--- src/shared/event_unit_defines.svh ---
// constants of the event unit: channel count, offsets, codes, resets
// assumes inclusion by bare name from package and modules
`ifndef EVENT_UNIT_DEFINES_SVH
`define EVENT_UNIT_DEFINES_SVH

`define EU_CHANNELS 16
`define EU_ADDR_W 12
`define EU_DATA_W 32
`define EU_TRIG_BASE 12'h000
`define EU_FLAG_BASE 12'h100
`define EU_OFS_EN_WORD 12'h300
`define EU_OFS_EN_SET 12'h304
`define EU_OFS_EN_CLR 12'h308
`define EU_OFS_STATUS 12'h30C
`define EU_TRIG_BLOCK 6'h00
`define EU_FLAG_BLOCK 6'h04
`define EU_BLOCK_LSB 6
`define EU_INDEX_LSB 2
`define EU_RESP_OKAY 2'h0
`define EU_RESP_DECERR 2'h3
`define EU_RESET_MASK 16'h0000
`define EU_IRQ_LATENCY 1

`endif

--- src/shared/event_unit_pkg.sv ---
// types of the event unit: channel masks and the state records
// assumes event_unit_defines.svh on the include path
`include "event_unit_defines.svh"

package event_unit_pkg;

    typedef logic [`EU_CHANNELS-1:0] chan_mask_t;
    typedef logic [`EU_ADDR_W-1:0] reg_addr_t;
    typedef logic [`EU_DATA_W-1:0] reg_data_t;

    typedef struct packed {
        logic aw_held;
        reg_addr_t aw_addr;
        logic w_held;
        reg_data_t w_data;
        logic [3:0] w_strb;
        logic awready;
        logic wready;
        logic bvalid;
        logic [1:0] bresp;
        logic arready;
        logic rvalid;
        reg_data_t rdata;
        logic [1:0] rresp;
    } bus_state_t;

    typedef struct packed {
        chan_mask_t channel_event_flag;
        chan_mask_t event_status;
        chan_mask_t irq_enable;
        logic irq;
    } bank_state_t;

endpackage

--- src/shared/ev_ctl_if.sv ---
// one-cycle commands from the bus slave to the flag bank, and bank state
// assumes both ends on the same clock
`timescale 1ns/1ps

interface ev_ctl_if;
    import event_unit_pkg::*;

    chan_mask_t trigger;
    chan_mask_t flag_clear;
    chan_mask_t en_set;
    chan_mask_t en_clr;
    logic en_load;
    chan_mask_t en_value;
    logic status_read;
    chan_mask_t channel_event_flag;
    chan_mask_t event_status;
    chan_mask_t irq_enable;
    logic irq;

    modport ctl (
        output trigger, flag_clear, en_set, en_clr, en_load, en_value,
        output status_read,
        input channel_event_flag, event_status, irq_enable, irq
    );
    modport bank (
        input trigger, flag_clear, en_set, en_clr, en_load, en_value,
        input status_read,
        output channel_event_flag, event_status, irq_enable, irq
    );
endinterface

--- src/verilog/event_flag_bank.sv ---
// event flags, read-clear status, interrupt enables and interrupt level
// assumes one-cycle command pulses from the bus slave on the same clock
`timescale 1ns/1ps
`include "event_unit_defines.svh"

module event_flag_bank
    import event_unit_pkg::*;
(
    // clock and reset
    input wire logic clk,
    input wire logic srst,
    // commands and state
    ev_ctl_if.bank ctl
);
    bank_state_t st;
    bank_state_t next_st;

    always_comb begin
        next_st = st;
        // a trigger in the clearing cycle wins
        next_st.channel_event_flag =
            (st.channel_event_flag & ~ctl.flag_clear) | ctl.trigger;
        next_st.event_status =
            (st.event_status & ~{`EU_CHANNELS{ctl.status_read}})
            | ctl.trigger;
        if (ctl.en_load) begin
            next_st.irq_enable = ctl.en_value;
        end else begin
            // zero bits leave enables alone
            next_st.irq_enable =
                (st.irq_enable | ctl.en_set)
                & ~ctl.en_clr;
        end
        next_st.irq = |(st.event_status & st.irq_enable);
    end

    always_ff @(posedge clk) begin
        if (srst) begin
            st <= '0;
        end else begin
            st <= next_st;
        end
    end

    assign ctl.channel_event_flag = st.channel_event_flag;
    assign ctl.event_status = st.event_status;
    assign ctl.irq_enable = st.irq_enable;
    assign ctl.irq = st.irq;
endmodule

--- src/verilog/event_unit_irq_enable.sv ---
// software event unit: sixteen channels behind an AXI4-Lite slave
// assumes a master that keeps AXI4-Lite handshake order
`timescale 1ns/1ps
`include "event_unit_defines.svh"

module event_unit_irq_enable
    import event_unit_pkg::*;
(
    // clock and reset
    input wire logic CLOCK,
    input wire logic SRST,
    // write address channel
    input wire logic [`EU_ADDR_W-1:0] AWADDR,
    input wire logic AWVALID,
    output logic AWREADY,
    // write data channel
    input wire logic [`EU_DATA_W-1:0] WDATA,
    input wire logic [3:0] WSTRB,
    input wire logic WVALID,
    output logic WREADY,
    // write response channel
    output logic [1:0] BRESP,
    output logic BVALID,
    input wire logic BREADY,
    // read address channel
    input wire logic [`EU_ADDR_W-1:0] ARADDR,
    input wire logic ARVALID,
    output logic ARREADY,
    // read data channel
    output logic [`EU_DATA_W-1:0] RDATA,
    output logic [1:0] RRESP,
    output logic RVALID,
    input wire logic RREADY,
    // interrupt
    output logic IRQ
);
    bus_state_t st;
    bus_state_t next_st;
    ev_ctl_if ctl_bus();

    chan_mask_t wr_bits;
    chan_mask_t wr_onehot;
    chan_mask_t rd_onehot;
    chan_mask_t rd_value;
    logic wr_do;
    reg_addr_t wr_word;
    reg_addr_t rd_word;

    event_flag_bank u_bank (
        .clk(CLOCK),
        .srst(SRST),
        .ctl(ctl_bus.bank)
    );

    always_comb begin
        next_st = st;
        wr_bits = st.w_data[`EU_CHANNELS-1:0]
            & {{8{st.w_strb[1]}}, {8{st.w_strb[0]}}};
        wr_onehot = chan_mask_t'(16'h0001)
            << st.aw_addr[`EU_INDEX_LSB +: 4];
        rd_onehot = chan_mask_t'(16'h0001) << ARADDR[`EU_INDEX_LSB +: 4];
        rd_value = '0;
        wr_do = st.aw_held && st.w_held && !st.bvalid;
        // word-aligned addresses for the register decode
        wr_word = {st.aw_addr[`EU_ADDR_W-1:`EU_INDEX_LSB], 2'h0};
        rd_word = {ARADDR[`EU_ADDR_W-1:`EU_INDEX_LSB], 2'h0};
        ctl_bus.trigger = '0;
        ctl_bus.flag_clear = '0;
        ctl_bus.en_set = '0;
        ctl_bus.en_clr = '0;
        ctl_bus.en_load = 1'b0;
        ctl_bus.en_value = '0;
        ctl_bus.status_read = 1'b0;

        // address and data are taken in either order
        if (AWVALID && st.awready) begin
            next_st.aw_held = 1'b1;
            next_st.aw_addr = AWADDR;
        end
        if (WVALID && st.wready) begin
            next_st.w_held = 1'b1;
            next_st.w_data = WDATA;
            next_st.w_strb = WSTRB;
        end
        if (BREADY && st.bvalid) begin
            next_st.bvalid = 1'b0;
        end

        // write once both halves are held
        if (wr_do) begin
            next_st.aw_held = 1'b0;
            next_st.w_held = 1'b0;
            next_st.bvalid = 1'b1;
            next_st.bresp = `EU_RESP_OKAY;
            if (st.aw_addr[`EU_ADDR_W-1:`EU_BLOCK_LSB] == `EU_TRIG_BLOCK) begin
                if (st.w_strb[0] && st.w_data[0]) begin
                    ctl_bus.trigger = wr_onehot;
                end
            end else if (st.aw_addr[`EU_ADDR_W-1:`EU_BLOCK_LSB]
                    == `EU_FLAG_BLOCK) begin
                // writing zero clears the flag
                if (st.w_strb[0] && !st.w_data[0]) begin
                    ctl_bus.flag_clear = wr_onehot;
                end
            end else if (wr_word == `EU_OFS_EN_WORD) begin
                ctl_bus.en_load = 1'b1;
                ctl_bus.en_value = (ctl_bus.irq_enable
                    & ~{{8{st.w_strb[1]}}, {8{st.w_strb[0]}}}) | wr_bits;
            end else if (wr_word == `EU_OFS_EN_SET) begin
                ctl_bus.en_set = wr_bits;
            end else if (wr_word == `EU_OFS_EN_CLR) begin
                ctl_bus.en_clr = wr_bits;
            end else if (wr_word == `EU_OFS_STATUS) begin
                // status is read-only; write accepted and ignored
                next_st.bresp = `EU_RESP_OKAY;
            end else begin
                next_st.bresp = `EU_RESP_DECERR;
            end
        end

        if (RREADY && st.rvalid) begin
            next_st.rvalid = 1'b0;
        end
        if (ARVALID && st.arready) begin
            next_st.rvalid = 1'b1;
            next_st.rresp = `EU_RESP_OKAY;
            if (ARADDR[`EU_ADDR_W-1:`EU_BLOCK_LSB] == `EU_TRIG_BLOCK) begin
                rd_value = '0;
            end else if (ARADDR[`EU_ADDR_W-1:`EU_BLOCK_LSB]
                    == `EU_FLAG_BLOCK) begin
                rd_value[0] = |(ctl_bus.channel_event_flag & rd_onehot);
            end else if (rd_word == `EU_OFS_EN_WORD
                    || rd_word == `EU_OFS_EN_SET
                    || rd_word == `EU_OFS_EN_CLR) begin
                rd_value = ctl_bus.irq_enable;
            end else if (rd_word == `EU_OFS_STATUS) begin
                // reading the status clears it
                rd_value = ctl_bus.event_status;
                ctl_bus.status_read = 1'b1;
            end else begin
                next_st.rresp = `EU_RESP_DECERR;
            end
            next_st.rdata = {16'h0000, rd_value};
        end

        // one write and one read in flight at a time
        next_st.awready = !next_st.aw_held && !next_st.bvalid;
        next_st.wready = !next_st.w_held && !next_st.bvalid;
        next_st.arready = !next_st.rvalid;
    end

    always_ff @(posedge CLOCK) begin
        if (SRST) begin
            st <= '0;
        end else begin
            st <= next_st;
        end
    end

    assign AWREADY = st.awready;
    assign WREADY = st.wready;
    assign BVALID = st.bvalid;
    assign BRESP = st.bresp;
    assign ARREADY = st.arready;
    assign RVALID = st.rvalid;
    assign RDATA = st.rdata;
    assign RRESP = st.rresp;
    assign IRQ = ctl_bus.irq;
endmodule

--- config.mk ---
export PLATFORM = sky130hd
export DESIGN_NAME = event_unit_irq_enable
export DESIGN_NICKNAME = d
export VERILOG_FILES = /design/src/shared/event_unit_pkg.sv /design/src/shared/ev_ctl_if.sv /design/src/verilog/event_flag_bank.sv /design/src/verilog/event_unit_irq_enable.sv
export VERILOG_INCLUDE_DIRS = /design/src /design/src/shared
export SDC_FILE = /design/constraint.sdc
export NUM_CORES = 1
export LEC_CHECK = 0
export BUFFER_PORTS_ARGS = -buffer_cell sky130_fd_sc_hd__buf_4
export CORE_UTILIZATION = 50
export DETAILED_ROUTE_END_ITERATION = 7
export PLACE_DENSITY_LB_ADDON = 0.12
export RECOVER_POWER = 25
export SYNTH_ARGS = -nofsm -noshare
export SYNTH_HDL_FRONTEND = slang
export SYNTH_SLANG_ARGS = --single-unit
export TNS_END_PERCENT = 1
--- constraint.sdc ---
create_clock -name CLOCK -period 2.1 [get_ports CLOCK]
set_input_delay 0.105 -clock CLOCK [delete_from_list [all_inputs] [get_ports CLOCK]]
set_output_delay 0.105 -clock CLOCK [all_outputs]
set_load 0.02 [all_outputs]
==> results.rst, run 1 <==
.. list-table::
   :header-rows: 1

   * - Metric
     - Value
   * - Average via count per standard cell
     - 5.48
   * - Fmax
     - 498 MHz
   * - Number of routed nets with antenna violations
     - 0
   * - Portion of the clock cycle consumed by the worst path in the final layout
     - 95.6%
   * - Total Nets Final
     - 720
   * - Library cell with the highest instance count after synthesis
     - nand2_1
   * - Global route total overflow
     - 0
   * - Post-synthesis to final-layout area growth
     - 17.5%
   * - Number of detailed-routing iterations run before antenna repair
     - 5
   * - Routed length on met3
     - 650 um
   * - Number of instances in the placed design
     - 743
   * - Data required, critical path
     - 2400 ps
   * - Clock input transition at the sequential cells of the worst setup and hold paths
     - 100 ps
   * - Final Hold Fails
     - 0
   * - Port buffer count
     - 70
   * - Crit. End Element
     - register
   * - Source of the worst register-to-register timing path
     - st[84]
   * - Mean post-synth cell area
     - 8.35 um^2
   * - Crit Path Max Fanout
     - 12
   * - Iteration-0 DRC Markers
     - 190
   * - Peak per-stage delay on the critical path
     - 790 ps
   * - Final cell count without fillers
     - 787
   * - Number of distinct standard cells referenced by the synthesized netlist
     - 49
   * - Total DRC errors in the routed layout
     - 0
   * - Run status
     - complete, no violations
   * - Total CTS buffers
     - 9
   * - Critical path launch point type
     - register
   * - Cell Rows
     - 35
   * - Pins Over Slew Limit
     - 0
   * - Number of global-route vias before repair
     - 3923
   * - Routed wire per std cell
     - 14.4 um
   * - Gp weighted congestion
     - 0.831
   * - Gr usage total
     - 23.6%
   * - Setup repair after global routing missed its margin
     - false
   * - Hold Path Class
     - input pin to register
   * - CTS root buffer
     - clkbuf_8
   * - Number of warnings printed during yosys synthesis
     - 0
   * - Worst clock skew
     - 16.5 ps
   * - Endpoints failing setup
     - 0
   * - Maximum ir drop on the vdd rail
     - 0.372 mV
   * - Die area
     - 0.0101 mm^2
   * - Leakage Power
     - 2.02 nW
   * - Syn Inst Count
     - 582
   * - Biggest area contributors in the synthesized netlist
     - dfxtp_1, nand2_1, a21oi_1
   * - Share of layout cells above drive strength 1
     - 13.8%
   * - Share of async-settable or async-resettable flops after synthesis
     - 0%
   * - Total power divided by cell area
     - 651 mW/mm^2
   * - Vertical die dimension
     - 101 um
   * - Final Worst Setup Slack
     - 91.5 ps
   * - Yosys reg bits
     - 102
   * - Worst setup path startpoint
     - st[84]
   * - Routed length on met1
     - 5500 um
   * - Maximum number of pins on one net before global-route repair
     - 69
   * - CTS max path bufs
     - 2
   * - Initial core utilization
     - 52.1%
   * - Number of max-cap violations
     - 0
   * - Commonest register cell after synthesis
     - dfxtp_1
   * - Clock sink count
     - 102
   * - Kind of critical path
     - register to register
   * - Horizontal die dimension
     - 101 um
   * - Critical hold path startpoint
     - WDATA[12]
   * - Max layer used
     - met4
   * - Initial antenna violation count
     - 0
   * - Top-area cell type share of the netlist area
     - 42.0%
   * - Max H-tree Level
     - 3
   * - Data arrival, critical path
     - 2310 ps
   * - Met2 wire length
     - 4980 um
   * - Synth cell count leaders
     - nand2_1, dfxtp_1, a21oi_1, buf_4
   * - Buffering stage count on the worst path with inverters included
     - 1
   * - Placeable core region
     - 0.00933 mm^2
   * - Total standard cell area after synthesis
     - 0.00486 mm^2
   * - Minimum clock period after layout
     - 2010 ps
   * - Cell type with the highest occurrence count on the critical path
     - nand3_1
   * - Source-to-sink clock delay at the later pin of the worst-skew pair
     - 360 ps
   * - Routed via count
     - 4309
   * - Post-synthesis sequential area ratio
     - 42.0%
   * - DP HPWL
     - 8030 um
   * - Worst path slowest cell
     - or4_1
   * - Worst slew slack as a fraction of its limit
     - 44.1%
   * - Worst slew pin tran
     - 836 ps
   * - Cell breakdown of the critical path
     - or4_1, nor4_4, buf_4, nand3_1, nand3_1
   * - Cell family with most CP delay
     - simple AND/OR/NAND/NOR gates
   * - Global-route wire length before repair
     - 19000 um
   * - Number of flops mapped to enable cells by yosys
     - 0
   * - Number of top-level pins
     - 109
   * - Cell type with the largest total area after synthesis
     - dfxtp_1
   * - Setup slack at placement
     - 129 ps
   * - Antenna cell count
     - 0
   * - Worst hold slack
     - 11.7 ps
   * - Setup total negative slack
     - 0 ps
   * - Total length of routed wires
     - 11300 um
   * - CTS tree
     - yes
## through the flow
stage	utilization, %	cell area (um^2)	total power, mW
detailed placement	57.1	5330	2.44
finish	61.2	5710	3.72
global route	61.2	5710	3.87
CTS	62.3	5810	3.75
floorplan	-	4920	2.32
global placement	57.1	5330	2.43
## cells by family after synthesis
kind of cell,after synthesis,synth area share (%)
multiplexers,22,5.30
flip-flops,102,42.0
AND/OR/NAND/NOR,230,24.0
other,1,0.0772
buffers and inverters,77,9.32
AO/OA/AOI/OAI,149,19.1
XOR/XNOR,1,0.180
## final cells by class
type	instances	area (um^2)
Multi-Input combinational cell	418	2420
Inverter	1	3.75
Tap cell	129	161
Sequential cell	102	2040
Clock inverter	5	65.1
Timing Repair Buffer	121	877
Fill cell	876	3620
Clock buffer	11	141
## routing by layer
| layer | global-route usage [%] | vias to the layer above |
|---|---|---|
| li1 | - | 2176 |
| met1 | 33.7 | 1967 |
| met2 | 36.2 | 148 |
| met3 | 3.40 | 18 |
| met4 | 8.58 | 0 |
| met5 | 0 | - |
## power breakdown
part	internal [mW]	switching [mW]	leakage [nW]
Combinational	0.172	0.237	1.10
Sequential	1.97	0.0418	0.826
Clock	0.598	0.695	0.0981
## registers in the layout (all words and copies together), names as in the netlist, 16 cells and up
register / cells
st: 30
u_bank.ctl.irq_enable: 16
RDATA: 16
u_bank.ctl.channel_event_flag: 16
u_bank.ctl.event_status: 16
## cells in the final DEF, fill, tap and decap left out, types with 3 or more instances in the layout
cell type and instances:
nand2_1 119, dfxtp_1 102, buf_4 66, a21oi_1 62
nand3_1 29, clkbuf_1 28, dlygate4sd3_1 28, o21ai_0 23
mux2i_1 19, conb_1 16, a21boi_0 13, o211ai_1 13
nor2_1 11, nor2b_1 11, o31ai_1 11, nand3b_1 11
clkbuf_8 10, nand4_1 8, nor4_1 6, nand2b_1 5
nor3_1 5, a221oi_1 5, a32oi_1 5, and2_1 4
a31oi_1 4, and3_1 3, nor4_2 3, a22o_1 3
o41ai_1 3, mux4_2 3
## worst min-delay path: stages
cell     delay (ps)
buf_4           110
nand2_1          50
a21oi_1          50
## what timing repair did
item,CTS,global route
endpoints found under the hold margin,29,0
setup endpoints to repair,0,0
hold buffers,28,0
buffers inserted,0,0
gates resized for setup,0,0
## worst paths after layout
check	depth (start not counted)	endpoint	slack, ps
max	5	u_bank.ctl.irq_enable[1]	90
min	3	st[57]	10
max reg2reg	5	u_bank.ctl.irq_enable[1]	90
min reg2reg	2	RDATA[14]	460
No activity file was read; power rests on OpenSTA's default activity.
==> run 2, diff against run 1 <==
--- a/config.mk
+++ b/config.mk
@@ -13,5 +13,6 @@
 export RECOVER_POWER = 25
 export SYNTH_ARGS = -nofsm -noshare
 export SYNTH_HDL_FRONTEND = slang
+export SYNTH_HIERARCHICAL = 1
 export SYNTH_SLANG_ARGS = --single-unit
 export TNS_END_PERCENT = 1
==> run 2 against run 1 <==
Against the previous run: fmax shrank 0.52%; setup slack got worse by 10 ps; global-route usage fell by 0.20 points; register-to-register slack barely moved; routed wire length is 3.2% higher; combinational power decreased by 17%; first-iteration DRC count down 15%; clock skew shrank 10 ps; critical path type unchanged; largest power group unchanged.
==> results.rst, run 2 <==
.. list-table::
   :header-rows: 1

   * - Metric
     - Value
   * - Run status
     - complete, no violations
   * - Number of detailed-routing iterations run before antenna repair
     - 4 (-1)
   * - Reg with most FFs
     - st
   * - Die area
     - 0.0104 mm^2 (+2.8%)
   * - Worst clock skew
     - 6.41 ps (-10.1 ps)
   * - Commonest register cell after synthesis
     - dfxtp_1
   * - Number of setup buffers added after CTS
     - 0 (unchanged)
   * - Number of routed nets with antenna violations
     - 0 (unchanged)
   * - Biggest area contributors in the synthesized netlist
     - dfxtp_1, a21oi_1, nor2_1
   * - Gp weighted congestion
     - 0.839 (+0.85%)
   * - Placeable core region
     - 0.00973 mm^2 (+4.3%)
   * - Worst-case hold path end point
     - BVALID
   * - Total placed instance area
     - 0.00544 mm^2 (+2.1%)
   * - Total CTS buffers
     - 9 (unchanged)
   * - Clock input transition at the sequential cells of the worst setup and hold paths
     - 100 ps (about the same)
   * - Cell Rows
     - 36 (+2.9%)
   * - Synth Area in Compound Gates
     - 14.3% (-4.8 points)
   * - Number of flops mapped to enable cells by yosys
     - 0 (unchanged)
   * - Worst setup path startpoint
     - st[85]
   * - Yosys reg bits
     - 102 (unchanged)
   * - Antenna cell count
     - 0 (unchanged)
   * - Data required, critical path
     - 2400 ps (about the same)
   * - Fmax
     - 495 MHz (-0.52%)
   * - Number of top-level pins
     - 109 (unchanged)
   * - Clock sink count
     - 102 (unchanged)
   * - Total standard cell area after synthesis
     - 0.00500 mm^2 (+2.8%)
   * - Pins Over Slew Limit
     - 0 (unchanged)
   * - Buffering stage count on the worst path with inverters included
     - 1 (unchanged)
   * - Cell type with the largest total area after synthesis
     - dfxtp_1
   * - Flip-flop count of the largest register, all copies and words added
     - 30 (unchanged)
   * - Crit. End Element
     - register
   * - CTS tree
     - yes
   * - Critical path launch point type
     - register
   * - Total length of routed wires
     - 11700 um (+3.2%)
   * - CTS max path bufs
     - 2 (unchanged)
   * - DP HPWL
     - 8120 um (+1.1%)
   * - Cell breakdown of the critical path
     - or4_4, nor4_1, buf_4, nand4_1, nor2_1, a21oi_1, nor2_1
   * - Commonest cells after routing, fill and taps aside
     - nor2_1, nand2_1, dfxtp_1
   * - Maximum ir drop on the vdd rail
     - 0.352 mV (-5.3%)
   * - Worst path slowest cell
     - or4_4
   * - Minimum setup slack among reg-to-reg paths
     - 80 ps (about the same)
   * - Total power divided by cell area
     - 622 mW/mm^2 (-4.4%)
   * - Number of global-route vias before repair
     - 4070 (+3.7%)
   * - Initial core utilization
     - 51.4% (-0.75 points)
   * - Source-to-sink clock delay at the later pin of the worst-skew pair
     - 370 ps (about the same)
   * - Routed via count
     - 4490 (+4.2%)
   * - Number of distinct standard cells referenced by the synthesized netlist
     - 44 (-10%)
   * - Synth cell count leaders
     - nor2_1, nand2_1, dfxtp_1, a21oi_1, buf_4
   * - Average via count per standard cell
     - 5.14 (-6.2%)
   * - Hold Path Class
     - input pin to register
   * - Hold depth
     - 4 (+1)
   * - Kind of critical path
     - register to register
   * - Final Hold Fails
     - 0 (unchanged)
   * - Syn Inst Count
     - 670 (+15%)
   * - Portion of the clock cycle consumed by the worst path in the final layout
     - 96.1% (+0.50 points)
   * - Global route total overflow
     - 0 (unchanged)
   * - Maximum number of pins on one net before global-route repair
     - 103 (+49%)
   * - Cell family with most CP delay
     - simple AND/OR/NAND/NOR gates
   * - Critical hold path startpoint
     - BREADY
   * - Most common library cell in the layout ignoring fill and taps
     - nor2_1
   * - Main combinational cell family by area after synthesis
     - simple AND/OR/NAND/NOR gates
   * - Basic-gate share of the synthesized area counting and, or, nand and nor cells
     - 30.1% (+6.0 points)
   * - Total DRC errors in the routed layout
     - 0 (unchanged)
   * - Worst slew pin tran
     - 738 ps (-98.2 ps)
   * - Source of the worst register-to-register timing path
     - st[85]
   * - Crit Path Max Fanout
     - 5 (-7)
   * - Minimum clock period after layout
     - 2020 ps (+10.4 ps)
   * - Data arrival, critical path
     - 2320 ps (about the same)
   * - Final Worst Setup Slack
     - 81.0 ps (-10.4 ps)
   * - Xor-xnor portion of the synthesized cell area
     - 0% (-0.18 points)
   * - Mux contribution to synthesized area
     - 4.96% (-0.35 points)
   * - Vertical die dimension
     - 102 um (+1.4%)
   * - Filler Cells Inserted
     - 970 (+11%)
   * - Leakage Power
     - 2.08 nW (+2.9%)
   * - Peak per-stage delay on the critical path
     - 570 ps (-220 ps)
   * - Finished Cell Area
     - 0.00585 mm^2 (+2.5%)
   * - Worst slew slack as a fraction of its limit
     - 50.8% (+6.8 points)
   * - Post-synthesis share of cell area spent on full adders, half adders and majority gates
     - 0% (unchanged)
   * - Global-route wire length before repair
     - 19100 um (+0.55%)
   * - Setup repair after global routing missed its margin
     - true
   * - Cell type with the highest occurrence count on the critical path
     - nor2_1
   * - Max H-tree Level
     - 3 (unchanged)
   * - Gr usage total
     - 23.4% (-0.20 points)
   * - Depth of the most critical reg-to-reg path
     - 7 (+2)
   * - Horizontal die dimension
     - 102 um (+1.4%)
   * - Endpoints failing setup
     - 0 (unchanged)
   * - Number of warnings printed during yosys synthesis
     - 6 (+6)
   * - Library cell with the highest instance count after synthesis
     - nor2_1
   * - Instance count on the critical path
     - 7 (+2)
   * - Share of async-settable or async-resettable flops after synthesis
     - 0% (unchanged)
   * - Port buffer count
     - 70 (unchanged)
   * - Post-synthesis sequential area ratio
     - 40.9% (-1.1 points)
   * - Number of max-cap violations
     - 0 (unchanged)
   * - Share of layout cells above drive strength 1
     - 12.4% (-1.4 points)
   * - Endpoint of the worst register-to-register path
     - u_bank/ctl.event_status[15]
   * - Routed wire per std cell
     - 13.4 um (-7.1%)
   * - CTS root buffer
     - clkbuf_8
   * - Total Nets Final
     - 803 (+12%)
   * - Mean post-synth cell area
     - 7.46 um^2 (-11%)
   * - Initial antenna violation count
     - 0 (unchanged)
   * - Post-synthesis to final-layout area growth
     - 17.2%
   * - Top-area cell type share of the netlist area
     - 40.9% (-1.1 points)
   * - Iteration-0 DRC Markers
     - 161 (-15%)
   * - Setup slack at placement
     - 3.24 ps (-125 ps)
-- run 2: changes by cell type after synthesis, sizes merged, moves of 17 or more --
cell   change
inv       +20
nor3      +17
and2      +27
o21ai     -23
nor2     +111
a21oi     +32
nand3     -27
-- run 2: area by class of cell --
| cell class | instances | area [um^2] | area share (%) |
|---|---|---|---|
| Multi-Input combinational cell | 494 | 2550 | 43.6 |
| Tap cell | 133 | 166 | 2.84 |
| Clock inverter | 7 | 82.6 | 1.41 |
| Timing Repair Buffer | 109 | 812 | 13.9 |
| Clock buffer | 9 | 124 | 2.12 |
| Inverter | 20 | 75.1 | 1.28 |
| Sequential cell | 102 | 2040 | 34.9 |
-- run 2: kinds of logic after synthesis --
| logic type | after synthesis |
|---|---|
| simple gates | 333 |
| buf+inv | 89 |
| mux | 21 |
| other cells | 1 |
| flops | 102 |
| compound gates | 124 |
-- run 2: worst min-delay path: stages --
cell and delay, ps:
buf_4 70, nor2b_1 50, nor2_1 80, nor2_1 40
-- run 2: stage by stage --
stage / setup TNS [ps] / total power, mW / instances / util, % / hold WS (ps)
after floorplan: 0 / 2.26 / 685 / - / 241
after global placement: 0 / 2.35 / 830 / 55.9 / 353
after detailed placement: 0 / 2.36 / 830 / 55.9 / 362
after CTS: 0 / 3.66 / 873 / 60.8 / 2.48
after global routing: -96.3 / 3.79 / 874 / 60.2 / 37.1
final: 0 / 3.64 / 874 / 60.2 / 23.0
-- run 2: repair_timing --
action | CTS | global route
hold buffers | 27 | 1
gates resized for setup | 2 | 10
endpoints found under the hold margin | 27 | 1
setup endpoints to repair | 5 | 21
pin swaps | 0 | 5
-- run 2: power breakdown --
group | internal, mW | switching [mW] | leakage, nW
sequential | 1.97 | 0.0347 | 0.826
clock | 0.568 | 0.725 | 0.0980
combinational | 0.148 | 0.192 | 1.15
total | 2.69 | 0.952 | 2.08
-- run 2: routing by layer --
metal  wire length, um  vias to the layer above  part of all wire (%)  GRT usage (%)
li1                  -                     2297                     -              -
met1              5420                     2068                    46           30.4
met2              5610                      111                    48           39.5
met3               501                       14                   4.3           3.28
met4               166                        0                   1.4           8.79
met5                 0                        -                     0              0
-- run 2: worst max-delay path by stage --
stage / end / slack, ps
2_1_floorplan: u_bank/ctl.irq_enable[10] / 70
3_3_place_gp: u_bank/ctl.irq_enable[9] / 50
3_5_place_dp: u_bank/ctl.irq_enable[3] / 3
4_1_cts: u_bank/ctl.irq_enable[3] / 20
5_1_grt: u_bank/ctl.event_status[15] / -40
6_report: u_bank/ctl.event_status[15] / 80
